`src/rtl/trig_defs.svh`:
```
// register offsets, field positions and reset values of the trigger control
// assumes inclusion by bare name from the design files
`ifndef TRIG_DEFS_SVH
`define TRIG_DEFS_SVH

// =====================================================================
// apb register byte offsets
`define OFF_CTRL 12'h000
`define OFF_START 12'h004
`define OFF_STATUS 12'h008
`define OFF_IRQ_STATUS 12'h00C
`define OFF_IRQ_CLEAR 12'h010
`define OFF_IRQ_ENABLE 12'h014

// =====================================================================
// control register fields
`define CTRL_ETE 0
`define CTRL_LVL 1
`define CTRL_POL 2
`define CTRL_SCAN 3
`define CTRL_SRC_LO 4
`define CTRL_SRC_HI 6
`define CTRL_RESET 7'h70

// =====================================================================
// status and interrupt fields
`define STAT_BUSY 0
`define STAT_OVR 1
`define STAT_RUN 2
`define STAT_HI 2
`define IRQ_DONE 0
`define IRQ_OVR 1
`define IRQ_HI 1
`define IRQ_RESET 2'h0

// =====================================================================
// misc constants
`define WORD_ZERO 32'h0000_0000
`define MASK_ZERO 8'h00
`define MASK_ONE 8'h01

`endif

```
`src/rtl/dummy_unused_never.sv`:
```
// intentionally empty
`timescale 1ns/1ps
`default_nettype none
`default_nettype wire

```
`src/rtl/trig_pkg.sv`:
```
// types shared by the trigger control design
// assumes the defs header is compiled alongside
`default_nettype none
package trig_pkg;

    // =====================================================================
    // control register layout, msb first
    typedef struct packed {
        logic [2:0] src_sel;
        logic scan;
        logic trigger_polarity;
        logic trigger_level_select;
        logic external_trigger_enable;
    } ctrl_s;

    // =====================================================================
    // request towards the conversion sequencer
    typedef struct packed {
        logic start;
        logic [7:0] ignore_mask;
    } seq_req_s;

    // =====================================================================
    // sequencer tracking state
    typedef enum logic {
        ST_IDLE,
        ST_CONVERT
    } seq_state_e;

endpackage : trig_pkg

`default_nettype wire

```
`src/rtl/adc_external_trigger_control.sv`:
```
// trigger control of the analog_converter: decides when sequences start
// assumes an apb master, a sequencer that pulses seq_done per sequence
// Behaviour
// - trigger off, no scan: one sequence per start
// - trigger off, scan: back to back sequences
// - edge mode: one sequence per selected edge
// - level mode: convert while trigger active
// - extra edges during conversion set overrun in edge mode
// - first conversion two cycles after a trigger pin change (synchroniser delay)
// - source resets to channel seven, channel ignored while trigger enabled
// - start register ignored while trigger enabled
// - level mode glitches never set overrun
// - level still active at done: restart immediately
`timescale 1ns/1ps
`default_nettype none
`include "trig_defs.svh"

module adc_external_trigger_control (
    // clock and reset
    input wire logic clk,
    input wire logic rst_n,
    // apb slave
    input wire logic psel,
    input wire logic penable,
    input wire logic pwrite,
    input wire logic [11:0] paddr,
    input wire logic [31:0] pwdata,
    output logic [31:0] prdata,
    output logic pready,
    output logic pslverr,
    // trigger pins, analog channels seen digitally
    input wire logic [7:0] trigger_pins,
    // conversion sequencer
    output var trig_pkg::seq_req_s seq_req,
    input wire logic seq_done,
    // flags
    output logic trigger_overrun_flag,
    output logic irq
);
    import trig_pkg::*;

    // =====================================================================
    // reset release
    logic rst_ff1;
    logic rst_sync_n;

    always_ff @(posedge clk or negedge rst_n)
    begin
        if (!rst_n)
        begin
            rst_ff1 <= 1'b0;
            rst_sync_n <= 1'b0;
        end
        else
        begin
            rst_ff1 <= 1'b1;
            rst_sync_n <= rst_ff1;
        end
    end

    // =====================================================================
    // address decode
    function automatic logic addr_hit(input logic [11:0] a, input logic [11:0] off);
        return a == off;
    endfunction : addr_hit

    ctrl_s ctrl;
    seq_state_e state;
    logic scan_run;
    logic [`IRQ_HI:0] irq_status;
    logic [`IRQ_HI:0] irq_enable;
    logic [7:0] ignore_mask;

    wire setup = psel & ~penable;
    wire access = psel & penable;
    wire sel_ctrl = addr_hit(paddr, `OFF_CTRL);
    wire sel_start = addr_hit(paddr, `OFF_START);
    wire sel_status = addr_hit(paddr, `OFF_STATUS);
    wire sel_istat = addr_hit(paddr, `OFF_IRQ_STATUS);
    wire sel_iclr = addr_hit(paddr, `OFF_IRQ_CLEAR);
    wire sel_ien = addr_hit(paddr, `OFF_IRQ_ENABLE);
    wire mapped = sel_ctrl | sel_start | sel_status | sel_istat | sel_iclr | sel_ien;
    wire wr_ok = access & pwrite & mapped;
    wire wr_ctrl = wr_ok & sel_ctrl;
    wire wr_start = wr_ok & sel_start;
    wire wr_clear = wr_ok & sel_iclr;
    wire wr_ien = wr_ok & sel_ien;

    assign pready = 1'b1;
    assign pslverr = access & ~mapped;

    // =====================================================================
    // read mux
    wire [`STAT_HI:0] status_bits = {scan_run, irq_status[`IRQ_OVR], state == ST_CONVERT};
    wire [31:0] rd_data =
        sel_ctrl ? {25'h000_0000, ctrl} :
        sel_status ? {29'h0000_0000, status_bits} :
        sel_istat ? {30'h0000_0000, irq_status} :
        sel_ien ? {30'h0000_0000, irq_enable} :
        `WORD_ZERO;

    always_ff @(posedge clk or negedge rst_sync_n)
    begin
        if (!rst_sync_n)
            prdata <= `WORD_ZERO;
        else if (setup & ~pwrite)
            prdata <= rd_data;
    end

    // =====================================================================
    // control registers
    always_ff @(posedge clk or negedge rst_sync_n)
    begin
        if (!rst_sync_n)
            ctrl <= ctrl_s'(`CTRL_RESET);
        else if (wr_ctrl)
            ctrl <= ctrl_s'(pwdata[`CTRL_SRC_HI:0]);
    end

    always_ff @(posedge clk or negedge rst_sync_n)
    begin
        if (!rst_sync_n)
            irq_enable <= `IRQ_RESET;
        else if (wr_ien)
            irq_enable <= pwdata[`IRQ_HI:0];
    end

    // =====================================================================
    // trigger synchronisation and detection
    logic trig_level;
    logic trig_rise;
    logic trig_fall;

    trig_sync u_sync (
        .clk(clk),
        .rst_n(rst_sync_n),
        .pins(trigger_pins),
        .sel(ctrl.src_sel),
        .level(trig_level),
        .rise(trig_rise),
        .fall(trig_fall)
    );

    wire ete = ctrl.external_trigger_enable;
    wire lvl = ctrl.trigger_level_select;
    wire active_lvl = ctrl.trigger_polarity ? trig_level : ~trig_level;
    wire active_edge = ctrl.trigger_polarity ? trig_rise : trig_fall;

    // =====================================================================
    // start decision
    wire busy = state == ST_CONVERT;
    wire done_evt = busy & seq_done;
    wire can_start = ~busy | seq_done;
    wire sw_go = wr_start & ~ete;
    wire ext_want = lvl ? active_lvl : active_edge;
    wire sw_want = sw_go | scan_run;
    wire want = ete ? ext_want : sw_want;
    wire start = can_start & want;
    wire overrun_evt = ete & ~lvl & active_edge & busy & ~seq_done;
    wire next_scan_run = ctrl.scan & ~ete & (scan_run | sw_go);

    always_ff @(posedge clk or negedge rst_sync_n)
    begin
        if (!rst_sync_n)
            scan_run <= 1'b0;
        else
            scan_run <= next_scan_run;
    end

    always_ff @(posedge clk or negedge rst_sync_n)
    begin
        if (!rst_sync_n)
            state <= ST_IDLE;
        else
        begin
            case (state)
                ST_IDLE: state <= start ? ST_CONVERT : ST_IDLE;
                ST_CONVERT: state <= (seq_done & ~start) ? ST_IDLE : ST_CONVERT;
                default: state <= ST_IDLE;
            endcase
        end
    end

    // =====================================================================
    // interrupt flags, set wins over clear
    wire [`IRQ_HI:0] irq_evt = {overrun_evt, done_evt};
    wire [`IRQ_HI:0] irq_clr = wr_clear ? pwdata[`IRQ_HI:0] : `IRQ_RESET;
    wire [`IRQ_HI:0] next_irq_status = (irq_status & ~irq_clr) | irq_evt;

    always_ff @(posedge clk or negedge rst_sync_n)
    begin
        if (!rst_sync_n)
            irq_status <= `IRQ_RESET;
        else
            irq_status <= next_irq_status;
    end

    assign trigger_overrun_flag = irq_status[`IRQ_OVR];
    assign irq = |(irq_status & irq_enable);

    // =====================================================================
    // trigger channel result mask
    wire [7:0] next_ignore_mask = ete ? (`MASK_ONE << ctrl.src_sel) : `MASK_ZERO;

    always_ff @(posedge clk or negedge rst_sync_n)
    begin
        if (!rst_sync_n)
            ignore_mask <= `MASK_ZERO;
        else
            ignore_mask <= next_ignore_mask;
    end

    assign seq_req.start = start;
    assign seq_req.ignore_mask = ignore_mask;

    // =====================================================================
    // checks
    property p_single_stop;
        @(posedge clk) disable iff (!rst_sync_n)
        (!ete && !scan_run && done_evt && !wr_start) |-> !seq_req.start;
    endproperty
    a_single_stop: assert property (p_single_stop)
        else $error("single sequence restarted");

    property p_scan_b2b;
        @(posedge clk) disable iff (!rst_sync_n)
        (!ete && scan_run && done_evt) |-> seq_req.start;
    endproperty
    a_scan_b2b: assert property (p_scan_b2b)
        else $error("scan did not restart");

    property p_edge_start;
        @(posedge clk) disable iff (!rst_sync_n)
        (ete && !lvl && active_edge && !busy) |-> seq_req.start;
    endproperty
    a_edge_start: assert property (p_edge_start)
        else $error("edge did not start sequence");

    property p_edge_only;
        @(posedge clk) disable iff (!rst_sync_n)
        (ete && !lvl && seq_req.start) |-> active_edge;
    endproperty
    a_edge_only: assert property (p_edge_only)
        else $error("edge mode start without edge");

    property p_level_run;
        @(posedge clk) disable iff (!rst_sync_n)
        (ete && lvl && active_lvl && can_start) |-> seq_req.start;
    endproperty
    a_level_run: assert property (p_level_run)
        else $error("level mode not converting");

    property p_ovr_set;
        @(posedge clk) disable iff (!rst_sync_n)
        (ete && !lvl && active_edge && busy && !seq_done) |=> trigger_overrun_flag;
    endproperty
    a_ovr_set: assert property (p_ovr_set)
        else $error("overrun not flagged");

    property p_latency;
        @(posedge clk) disable iff (!rst_sync_n)
        (ete && !lvl && !busy && $stable(ctrl) && $rose(trig_level) && ctrl.trigger_polarity)
            |-> seq_req.start;
    endproperty
    a_latency: assert property (p_latency)
        else $error("start late after trigger");

    property p_mask;
        @(posedge clk) disable iff (!rst_sync_n)
        (ete && !wr_ctrl) |=> (seq_req.ignore_mask == (`MASK_ONE << ctrl.src_sel));
    endproperty
    a_mask: assert property (p_mask)
        else $error("trigger channel mask wrong");

    property p_sw_ignored;
        @(posedge clk) disable iff (!rst_sync_n)
        (ete && wr_start && !busy && !ext_want) |-> !seq_req.start;
    endproperty
    a_sw_ignored: assert property (p_sw_ignored)
        else $error("software start while trigger enabled");

    property p_level_no_ovr;
        @(posedge clk) disable iff (!rst_sync_n)
        (ete && lvl && !trigger_overrun_flag) |=> !trigger_overrun_flag;
    endproperty
    a_level_no_ovr: assert property (p_level_no_ovr)
        else $error("overrun in level mode");

    property p_ovr_hold;
        @(posedge clk) disable iff (!rst_sync_n)
        (trigger_overrun_flag && !(wr_clear && pwdata[`IRQ_OVR])) |=> trigger_overrun_flag;
    endproperty
    a_ovr_hold: assert property (p_ovr_hold)
        else $error("overrun flag lost");

    property p_busy_after_start;
        @(posedge clk) disable iff (!rst_sync_n)
        seq_req.start |=> busy;
    endproperty
    a_busy_after_start: assert property (p_busy_after_start)
        else $error("not busy after start");

    property p_sw_start;
        @(posedge clk) disable iff (!rst_sync_n)
        (!ete && wr_start && !busy) |-> seq_req.start;
    endproperty
    a_sw_start: assert property (p_sw_start)
        else $error("software start dropped");

    property p_done_idle;
        @(posedge clk) disable iff (!rst_sync_n)
        (done_evt && !seq_req.start) |=> !busy;
    endproperty
    a_done_idle: assert property (p_done_idle)
        else $error("still busy after last sequence");

    property p_trig_ignored;
        @(posedge clk) disable iff (!rst_sync_n)
        (!ete && !wr_start && !scan_run) |-> !seq_req.start;
    endproperty
    a_trig_ignored: assert property (p_trig_ignored)
        else $error("start while trigger disabled and idle");

    property p_level_stop;
        @(posedge clk) disable iff (!rst_sync_n)
        (ete && lvl && !active_lvl) |-> !seq_req.start;
    endproperty
    a_level_stop: assert property (p_level_stop)
        else $error("level mode start while inactive");

    property p_level_b2b;
        @(posedge clk) disable iff (!rst_sync_n)
        (ete && lvl && active_lvl && done_evt) |-> seq_req.start;
    endproperty
    a_level_b2b: assert property (p_level_b2b)
        else $error("level mode gap after sequence");

    property p_mask_off;
        @(posedge clk) disable iff (!rst_sync_n)
        (!ete && !wr_ctrl) |=> (seq_req.ignore_mask == `MASK_ZERO);
    endproperty
    a_mask_off: assert property (p_mask_off)
        else $error("channel masked while trigger disabled");

endmodule : adc_external_trigger_control

`default_nettype wire

```
`src/rtl/trig_sync.sv`:
```
// trigger pin synchroniser and edge detector
// assumes pins are asynchronous; output edges are one-cycle pulses
`timescale 1ns/1ps
`default_nettype none

module trig_sync (
    // clock and reset
    input wire logic clk,
    input wire logic rst_n,
    // pins and selection
    input wire logic [7:0] pins,
    input wire logic [2:0] sel,
    // detected trigger
    output logic level,
    output logic rise,
    output logic fall
);

    // =====================================================================
    // two flop synchroniser per pin
    logic [7:0] meta;
    logic [7:0] stab;
    logic prev;
    wire sel_level = stab[sel];

    genvar i;
    generate
        for (i = 0; i < 8; i++)
        begin : g_sync
            always_ff @(posedge clk or negedge rst_n)
            begin
                if (!rst_n)
                begin
                    meta[i] <= 1'b0;
                    stab[i] <= 1'b0;
                end
                else
                begin
                    meta[i] <= pins[i];
                    stab[i] <= meta[i];
                end
            end
        end
    endgenerate

    // =====================================================================
    // edge detection on the selected line
    always_ff @(posedge clk or negedge rst_n)
    begin
        if (!rst_n)
            prev <= 1'b0;
        else
            prev <= sel_level;
    end

    assign level = sel_level;
    assign rise = sel_level & ~prev;
    assign fall = ~sel_level & prev;

endmodule : trig_sync

`default_nettype wire
```
`config.mk`:
```
export PLATFORM = sky130hd
export DESIGN_NAME = adc_external_trigger_control
export DESIGN_NICKNAME = d
export VERILOG_FILES = /design/src/rtl/dummy_unused_never.sv /design/src/rtl/trig_pkg.sv /design/src/rtl/adc_external_trigger_control.sv /design/src/rtl/trig_sync.sv
export VERILOG_INCLUDE_DIRS = /design/src /design/src/rtl
export SDC_FILE = /design/constraint.sdc
export NUM_CORES = 1
export LEC_CHECK = 0
export BUFFER_PORTS_ARGS = -buffer_cell sky130_fd_sc_hd__buf_4
export CAP_MARGIN = 30
export CORE_MARGIN = 5
export CORE_UTILIZATION = 41
export DETAILED_ROUTE_END_ITERATION = 8
export PLACE_DENSITY_LB_ADDON = 0.2
export SLEW_MARGIN = 10
export SYNTH_ARGS = -nofsm -noshare
export SYNTH_HDL_FRONTEND = slang
export SYNTH_HIERARCHICAL = 1
export SYNTH_SLANG_ARGS = --single-unit
```
`constraint.sdc`:
```
create_clock -name clk -period 2.1 [get_ports clk]
set_input_delay 0.105 -clock clk [delete_from_list [all_inputs] [get_ports clk]]
set_output_delay 0.105 -clock clk [all_outputs]
set_load 0.005 [all_outputs]
```
==> results.json, run 1 <==
{
  "run_status": "complete, but fails checks",
  "failed_checks": "negative setup slack",
  "holdWs_ns": 0.03337,
  "io_buffers": 51,
  "setup_violations": 1,
  "post-route-period-util": 1.141,
  "crit_cells": 8,
  "synth_top_family_by_area": "simple AND/OR/NAND/NOR gates",
  "clkSlewWorstSetupHoldPaths_ns": 0.09,
  "dominantRegCellSynth": "dfrtp_1",
  "tns_ns": -0.2966,
  "clock-sinks": 47,
  "slew_violations": 0,
  "synth-simple-area-share": 0.1331,
  "ir_drop_v": 0.0004441,
  "synth_edf_count": 0,
  "clockBufferDepth": 2,
  "hpwlAfterDp_mm": 2.855,
  "fmax_ghz": 0.4173,
  "grt_pass1_vias": 1341,
  "grt.total_usage": 0.1299,
  "die_height_um": 80.53,
  "synth.area.mux_share": 0.09509,
  "io_pins": 103,
  "whs_path_depth": 2,
  "coreArea_sq_um": 4786,
  "num_rows": 25,
  "worst_slack_ns": -0.2966,
  "cpMaxStageDelayCell": "dfstp_2",
  "antenna_found_initial": 0,
  "fin_crit_ns": 2.397,
  "die_x_um": 80.53,
  "cp_max_fo": 5,
  "syn_inst": 170,
  "netlist_top_cells_count": "44 x dfrtp_1, 27 x buf_4, 15 x nor2_1",
  "root_buffer": "clkbuf_8",
  "yosys.area.top_type": "dfrtp_1",
  "yosys.cell_count.top_type": "dfrtp_1",
  "ys_types": 36,
  "synth_area_per_cell_sq_um": 12.00,
  "total_power_uw": 1837,
  "nets": 294,
  "powerDensity_nw_per_um2": 686.8,
  "grt_pass1_wl_mm": 6.279,
  "rr_worst_depth": 7,
  "grt_max_degree": 24,
  "synth_compound_gate_area_share": 0.07853,
  "synth_top_area_frac": 0.5399,
  "hold_violations": 0,
  "wl_per_cell_um": 12.97,
  "synth_xor_area_frac": 0,
  "cp_slowest_stage_delay_ns": 0.61,
  "cp-start-kind": "register",
  "worst_pin_slew_ns": 0.5113,
  "clock_skew_ns": 0.01008,
  "num_vias": 1425,
  "vias_per_cell": 4.688,
  "tritoncts": "built",
  "crit_top_cell": "mux2i_1",
  "synth_fa_ha_area_frac": 0,
  "ys_warn_count": 6,
  "wl_mm": 3.944,
  "rsz0062_at_grt": "true",
  "cp_top_family": "multiplexers",
  "h-tree-depth": 2,
  "cp-end-kind": "primary output",
  "arrival_ns": 2.29,
  "n_fill_cell": 431,
  "async_reset_ff_frac": 1.000,
  "critPathKind": "reg2out",
  "first_pass_iters": 4,
  "hold_path_class": "in2reg",
  "overflow": 0,
  "synthTopCellsByArea": "dfrtp_1 54%, buf_4 9.9%, mux2_2 5.0%, dfstp_2 3.9%, mux2i_1 3.4%",
  "reg2reg_slack_ns": 0.19,
  "first_iter_violations": 115,
  "antenna_cells": 0,
  "required_ns": 2.00,
  "drcViolationCount": 0,
  "drtAntennaViolNets": 0,
  "synth.ff_latch_count": 47,
  "path_buf_inv": 2,
  "clock_latency_ns": 0.30,
  "cts_made_buffers": 5,
  "p_leak_uw": 0.001293,
  "path_cells": "mux2i_1 -> mux4_2 -> inv_1 -> mux2i_1 -> nor2b_1 -> o31ai_1 -> nor2_1 -> buf_4",
  "place.gp.congestion": 0.7565,
  "ys_seq_area_frac": 0.5785,
  "start_util": 0.4261,
  "max-slew-margin-rel": 0.6591,
  "max_cap_violations": 0,
  "drive_gt1_frac": 0.3502,
  "final_util": 0.5590,
  "area_delta_synth_final_pct": 31.17,
  "syn_area_sq_um": 2039,
  "die_area_sq_um": 6485
}
-- sequential cells by signal, indices dropped and copies added (netlist names) --
name and flops:
irq_enable 2, rst_ff1 1, ete 1, rst_sync_n 1
u_sync/stab 8, scan_run 1, u_sync/meta 8, busy 1
irq_status 2, ctrl 5, lvl 1, u_sync/prev 1
ignore_mask 8, prdata 7
-- area by class of cell --
| cell class | count | area, sq um | area share |
|---|---|---|---|
| tap | 67 | 83.83 | 0.03134 |
| sequential | 47 | 1181 | 0.4415 |
| timing repair buffer | 65 | 525.5 | 0.1964 |
| clock inverter | 2 | 60.06 | 0.02245 |
| inverter | 2 | 7.507 | 0.002806 |
| clock buffer | 6 | 72.57 | 0.02713 |
| multi-input combinational | 115 | 744.5 | 0.2783 |
-- power by group --
group	leakage, uW	internal, uW	switching [uW]
Clock	0.0000654	476	298
Sequential	0.000601	924	13.6
Combinational	0.000627	68.7	58.0
Total	0.00129	1470	369
-- placed cells by master (no fill, tap or decap), types with 2 or more instances in the layout --
cell / n
clkbuf_8: 5
a22o_1: 7
dlygate4sd3_1: 10
nor2b_1: 4
nor2_1: 13
nand2b_1: 4
nor3_1: 4
mux2i_1: 7
nand4_1: 3
dfstp_2: 3
conb_1: 27
o21ai_0: 4
dfrtp_1: 43
mux2_2: 9
a31oi_1: 2
a21oi_1: 2
buf_4: 54
nand2_1: 7
inv_1: 2
bufinv_16: 2
and3_1: 3
-- metal layers --
metal / up-vias / wire (um) / GRT usage
li1: 675 / - / -
met1: 675 / 1619 / 0.1579
met2: 70 / 1807 / 0.2119
met3: 5 / 447 / 0.03363
met4: 0 / 70 / 0.06588
met5: - / 0 / 0
-- stage by stage --
stage	area, sq um	std cells	setup slack (ns)
floorplan	2142	195	0.02271
global placement	2417	285	0.02767
detailed placement	2417	285	-0.005991
CTS	2675	304	-0.2825
global route	2675	304	-0.3956
finish	2675	304	-0.2966
-- final timing paths --
path	startpoint	endpoint
worst max-delay path	ctrl[4]$_DFFE_PN1P_	seq_req[8]
worst min-delay path	pwdata[3]	ctrl[3]$_DFFE_PN0P_
worst max register to register	ctrl[4]$_DFFE_PN1P_	busy$_DFF_PN0_
worst min register to register	rst_sync_n$_DFF_PN0_	ignore_mask[6]$_DFF_PN0_
max in group asynchronous	rst_sync_n$_DFF_PN0_	ctrl[6]$_DFFE_PN1P_
min in group asynchronous	rst_n	rst_sync_n$_DFF_PN0_
-- cells by family after synthesis --
kind of cell / Yosys count
buffers and inverters: 33
flip-flops: 47
other: 2
AO/OA/AOI/OAI: 22
multiplexers: 17
AND/OR/NAND/NOR: 49
-- repair_timing --
item	in CTS	in global routing
buffers inserted	1	0
endpoints found under the hold margin	11	0
gates resized for setup	5	0
pin swaps	4	0
hold buffers	10	0
endpoints found under the setup margin	1	1
(Power assumes the default switching activity.)
==> inputs of run 2 (changes only) <==
- CORE_UTILIZATION: 41 -> 35
==> run 2 against run 1 <==
Net effect:
- the run still ends with negative setup slack left
- maximum frequency is 0.85% higher
- flip-flop and latch count stayed put
- largest power group unchanged
- critical endpoint unchanged
- clock skew is 0.0045 ns lower
- worst setup slack better by 0.020 ns
- critical path depth stayed put
- sequential power is 0.9% lower
- combinational power hardly changed
- via count is 5.4% lower
- highest routed layer unchanged
- register-to-register slack worse by 0.09 ns
- wire length is 3.2% lower
- core utilization is 9.0 points lower
- first-iteration DRC count is 32% lower
==> results.json, run 2 (synthesis results as in run 1) <==
{
  "run_status": "complete, but fails checks",
  "failed_checks": "negative setup slack",
  "coreArea_sq_um": 5574,
  "antenna_found_initial": 0,
  "ir_drop_v": 0.0004384,
  "crit_cells": 8,
  "max-slew-margin-rel": 0.6354,
  "die_height_um": 86.34,
  "arrival_ns": 2.27,
  "grt_pass1_vias": 1311,
  "cp-start-kind": "register",
  "final_util": 0.4694,
  "clockBufferDepth": 2,
  "area_delta_synth_final_pct": 28.28,
  "holdWs_ns": 0.01118,
  "hold_violations": 0,
  "max_cap_violations": 0,
  "layout_commonest_cell": "buf_4",
  "wl_mm": 3.819,
  "antenna_cells": 0,
  "vias_per_cell": 4.377,
  "path_buf_inv": 1,
  "dpl.cell_count": 290,
  "slew_violations": 0,
  "grt_max_degree": 46,
  "drive_gt1_frac": 0.3517,
  "die_x_um": 86.34,
  "cp-end-kind": "primary output",
  "tritoncts": "built",
  "clock_latency_ns": 0.29,
  "total_power_uw": 1591,
  "first_pass_iters": 4,
  "r2r-start": "ctrl[4]$_DFFE_PN1P_",
  "io_buffers": 51,
  "reg_top3": "ignore_mask x8, u_sync/meta x8, u_sync/stab x8",
  "clock-sinks": 47,
  "num_vias": 1348,
  "r2r_end": "busy$_DFF_PN0_",
  "cp_slowest_stage_delay_ns": 0.61,
  "drtAntennaViolNets": 0,
  "crit_start": "ctrl[4]$_DFFE_PN1P_",
  "cp_top_family": "flip-flops",
  "powerDensity_nw_per_um2": 608.1,
  "io_pins": 103,
  "cts_made_buffers": 5,
  "grt.total_usage": 0.1045,
  "hold_path_class": "in2reg",
  "p_leak_uw": 0.001264,
  "start_util": 0.3659,
  "stdcell_count": 308,
  "place.gp.congestion": 0.7186,
  "post-route-period-util": 1.132,
  "drcViolationCount": 0,
  "wl_per_cell_um": 12.40,
  "fin_crit_ns": 2.376,
  "grt_pass1_wl_mm": 6.175,
  "worst_pin_slew_ns": 0.5469,
  "first_iter_violations": 78,
  "worst_slack_ns": -0.2763,
  "final_cell_mix": "55 x buf_4, 43 x dfrtp_1, 27 x conb_1",
  "overflow": 0,
  "nets": 293,
  "required_ns": 2.00,
  "hpwlAfterDp_mm": 2.865,
  "clkSlewWorstSetupHoldPaths_ns": 0.09,
  "num_rows": 27,
  "path_cells": "mux2i_1 -> mux4_2 -> and2_4 -> nor2_4 -> a211oi_2 -> o31ai_1 -> nor2_1 -> buf_4",
  "cp_max_fo": 5,
  "reg2reg_slack_ns": 0.10,
  "h-tree-depth": 2,
  "setup_violations": 1,
  "rsz0062_at_grt": "true",
  "cp-endpoint": "seq_req[8]",
  "root_buffer": "clkbuf_8",
  "fmax_ghz": 0.4208,
  "die_area_sq_um": 7454,
  "critPathKind": "reg2out",
  "cpMaxStageDelayCell": "dfstp_2",
  "rr_worst_depth": 8,
  "clock_skew_ns": 0.005573,
  "tns_ns": -0.2763
}
-- run 2: changes by cell type in the layout (fill, tap and decap cells not counted), sizes merged --
cell         before  now
bufinv            2    0
clkinv            0    2
dlygate4sd3      10    9
-- run 2: what timing repair did --
action | 4_1_cts | 5_1_grt
setup endpoints to repair | 1 | 2
pin swaps | 4 | 0
buffers inserted | 0 | 1
hold buffers | 9 | 0
gates resized for setup | 4 | 1
endpoints found under the hold margin | 10 | 0
-- run 2: final cells by class --
type / count / area, sq um
fillers: 537 / 2958
flip-flops and latches: 47 / 1181
multi-input cells: 115 / 744.5
repair buffers: 64 / 503.0
well taps: 72 / 90.09
clock buffers: 6 / 72.57
clock inverters: 2 / 17.52
inverters: 2 / 7.507
-- run 2: worst min-delay path by stage --
stage / slack (ns) / end / cells past startpoint / start
global route: 0.01 / irq_status[0]$_DFF_PN0_ / 3 / seq_done
finish: 0.01 / irq_status[0]$_DFF_PN0_ / 3 / seq_done
detailed placement: -0.11 / rst_ff1$_DFF_PN0_ / 1 / rst_n
floorplan: -0.19 / rst_ff1$_DFF_PN0_ / 0 / rst_n
CTS: 0.007 / irq_status[0]$_DFF_PN0_ / 3 / seq_done
global placement: -0.11 / rst_ff1$_DFF_PN0_ / 1 / rst_n
-- run 2: per-layer routing --
layer | part of all wire | wire length [um] | track usage | vias up
met3 | 0.088 | 337 | 0.03992 | 2
met1 | 0.42 | 1608 | 0.1381 | 629
met5 | 0 | 0 | 0 | -
met4 | 0.0050 | 19 | 0.02550 | 0
met2 | 0.49 | 1854 | 0.1620 | 49
li1 | - | - | - | 668
-- run 2: through the flow --
step	area [sq um]	setup slack [ns]
floorplan	2142	0.02271
global placement	2411	0.01455
detailed placement	2411	-0.03923
CTS	2606	-0.3175
global route	2616	-0.4809
finish	2616	-0.2763
-- run 2: report_power, final --
part           internal, uW  leakage, uW  switching, uW
logic                  63.9     0.000618           63.5
clock network           239    0.0000454            295
registers               924     0.000601           5.19
-- run 2: worst min-delay path: stages --
cell and delay [ns]:
buf_4 0.08, nand2_1 0.04, nand2_1 0.05
==> inputs of run 3 (changes only) <==
- HOLD_SLACK_MARGIN: unset -> 0.06
==> run 3 against run 2 <==
Net effect:
- the run still ends with negative setup slack left
- final cell count up 2.6%
- die area unchanged
- core utilization increased by 1.4 points
- critical path type unchanged
- largest power group unchanged
==> results.json, run 3 (synthesis results as in run 1) <==
{
  "fin_crit_ns": 2.380,
  "clkSlewWorstSetupHoldPaths_ns": 0.08,
  "wl_mm": 3.885,
  "place.gp.congestion": 0.7186,
  "net-switching-power_uw": 368.6,
  "path_cells": "mux2i_1 -> mux4_2 -> and2_4 -> nor2_4 -> a211oi_2 -> o31ai_1 -> nor2_1 -> buf_4",
  "final_util": 0.4837,
  "drcViolationCount": 0,
  "start_util": 0.3659,
  "critPathKind": "reg2out",
  "n_fill_cell": 535,
  "drtAntennaViolNets": 0,
  "cp-end-kind": "primary output",
  "required_ns": 2.00,
  "die_height_um": 86.34,
  "failed_checks": "negative setup slack",
  "worst_pin_slew_ns": 0.5459,
  "cp_slowest_stage_delay_ns": 0.62,
  "holdWs_ns": 0.1156,
  "max_cap_violations": 0,
  "arrival_ns": 2.27,
  "antenna_found_initial": 0,
  "coreArea_sq_um": 5574,
  "hold_violations": 0,
  "setup_violations": 1,
  "dp_slack_ns": -0.03923,
  "grt_max_degree": 46,
  "path_buf_inv": 1,
  "io_pins": 103,
  "die_area_sq_um": 7454,
  "power_frac_seq": 0.579,
  "comb_power_share": 0.087,
  "p_int_uw": 1236,
  "root_buffer": "clkbuf_8",
  "hold_path_class": "in2async",
  "ir_drop_v": 0.0004387,
  "cpMaxStageDelayCell": "dfstp_2",
  "die_x_um": 86.34,
  "post-route-period-util": 1.133,
  "switching_share": 0.2296,
  "h-tree-depth": 2,
  "clockBufferDepth": 2,
  "stdcell_count": 316,
  "dpl.cell_count": 290,
  "wl_per_cell_um": 12.29,
  "p_leak_uw": 0.001298,
  "powerDensity_nw_per_um2": 595.3,
  "rsz0062_at_grt": "true",
  "clock_skew_ns": 0.005380,
  "cp_max_fo": 5,
  "hpwlAfterDp_mm": 2.865,
  "clock_latency_ns": 0.30,
  "cp_top_family": "flip-flops",
  "reg_top3": "ignore_mask x8, u_sync/meta x8, u_sync/stab x8",
  "io_buffers": 51,
  "first_iter_violations": 78,
  "num_rows": 27,
  "slew_violations": 0,
  "worst_slack_ns": -0.2798,
  "layout_commonest_cell": "buf_4",
  "pwr-share-clk": 0.334,
  "clock-sinks": 47,
  "tritoncts": "built",
  "run_status": "complete, but fails checks",
  "antenna_cells": 0,
  "drive_gt1_frac": 0.3402,
  "final_cell_mix": "55 x buf_4, 43 x dfrtp_1, 27 x conb_1",
  "first_pass_iters": 4,
  "nets": 301,
  "cts_made_buffers": 5,
  "area_delta_synth_final_pct": 32.21,
  "grt_pass1_wl_mm": 6.285,
  "fmax_ghz": 0.4202,
  "vias_per_cell": 4.361,
  "grt_pass1_vias": 1342,
  "num_vias": 1378,
  "cp-start-kind": "register",
  "overflow": 0,
  "max-slew-margin-rel": 0.6361,
  "grt.total_usage": 0.1065
}
## run 3: power groups by stage
stage | registers [uW] | clock network [uW] | logic (uW)
6_report | 929 | 537 | 140
5_1_grt | 932 | 607 | 158
4_1_cts | 929 | 565 | 139
3_5_place_dp | 947 | 0 | 113
3_3_place_gp | 946 | 0 | 111
2_1_floorplan | 958 | 0 | 72.6
## run 3: what timing repair did
action,CTS,global route
resized for setup,4,1
hold buffers,16,1
buffers inserted,0,1
endpoints found under the setup margin,1,2
hold endpoints to repair,17,1
pin swaps,4,0
## run 3: metrics by stage
step / setup TNS [ns] / instance area (sq um) / power (uW)
3_3_place_gp: 0 / 2411 / 1058
6_report: -0.2798 / 2696 / 1605
5_1_grt: -0.5402 / 2696 / 1697
4_1_cts: -0.3175 / 2676 / 1633
3_5_place_dp: -0.03923 / 2411 / 1060
2_1_floorplan: 0 / 2142 / 1030
## run 3: layout make-up
| class | count | area [sq um] | area share |
|---|---|---|---|
| timing repair buffer | 72 | 583.1 | 0.2162 |
| inverter | 2 | 7.507 | 0.002784 |
| multi-input combinational | 115 | 744.5 | 0.2761 |
| clock buffer | 6 | 72.57 | 0.02691 |
| sequential | 47 | 1181 | 0.4380 |
| tap | 72 | 90.09 | 0.03341 |
| clock inverter | 2 | 17.52 | 0.006497 |
## run 3: final timing paths
kind / start / to / slack, ns / cells after the start
max in group asynchronous: rst_sync_n$_DFF_PN0_ / ctrl[5]$_DFFE_PN1P_ / 1.39 / 1
worst min register to register: rst_sync_n$_DFF_PN0_ / irq_status[0]$_DFF_PN0_ / 0.33 / 1
worst min-delay path: rst_n / rst_sync_n$_DFF_PN0_ / 0.12 / 2
min in group clk: paddr[6] / scan_run$_DFF_PN0_ / 0.18 / 4
worst max-delay path: ctrl[4]$_DFFE_PN1P_ / seq_req[8] / -0.28 / 8
worst max register to register: ctrl[4]$_DFFE_PN1P_ / busy$_DFF_PN0_ / 0.10 / 8
## run 3: per-layer routing
metal	share of wire	track usage	vias to the layer above	wire length, um
met5	0	0	-	0
met4	0.0049	0.02550	0	19
met3	0.091	0.04087	2	352
met2	0.49	0.1669	50	1897
met1	0.42	0.1393	642	1616
li1	-	-	684	-
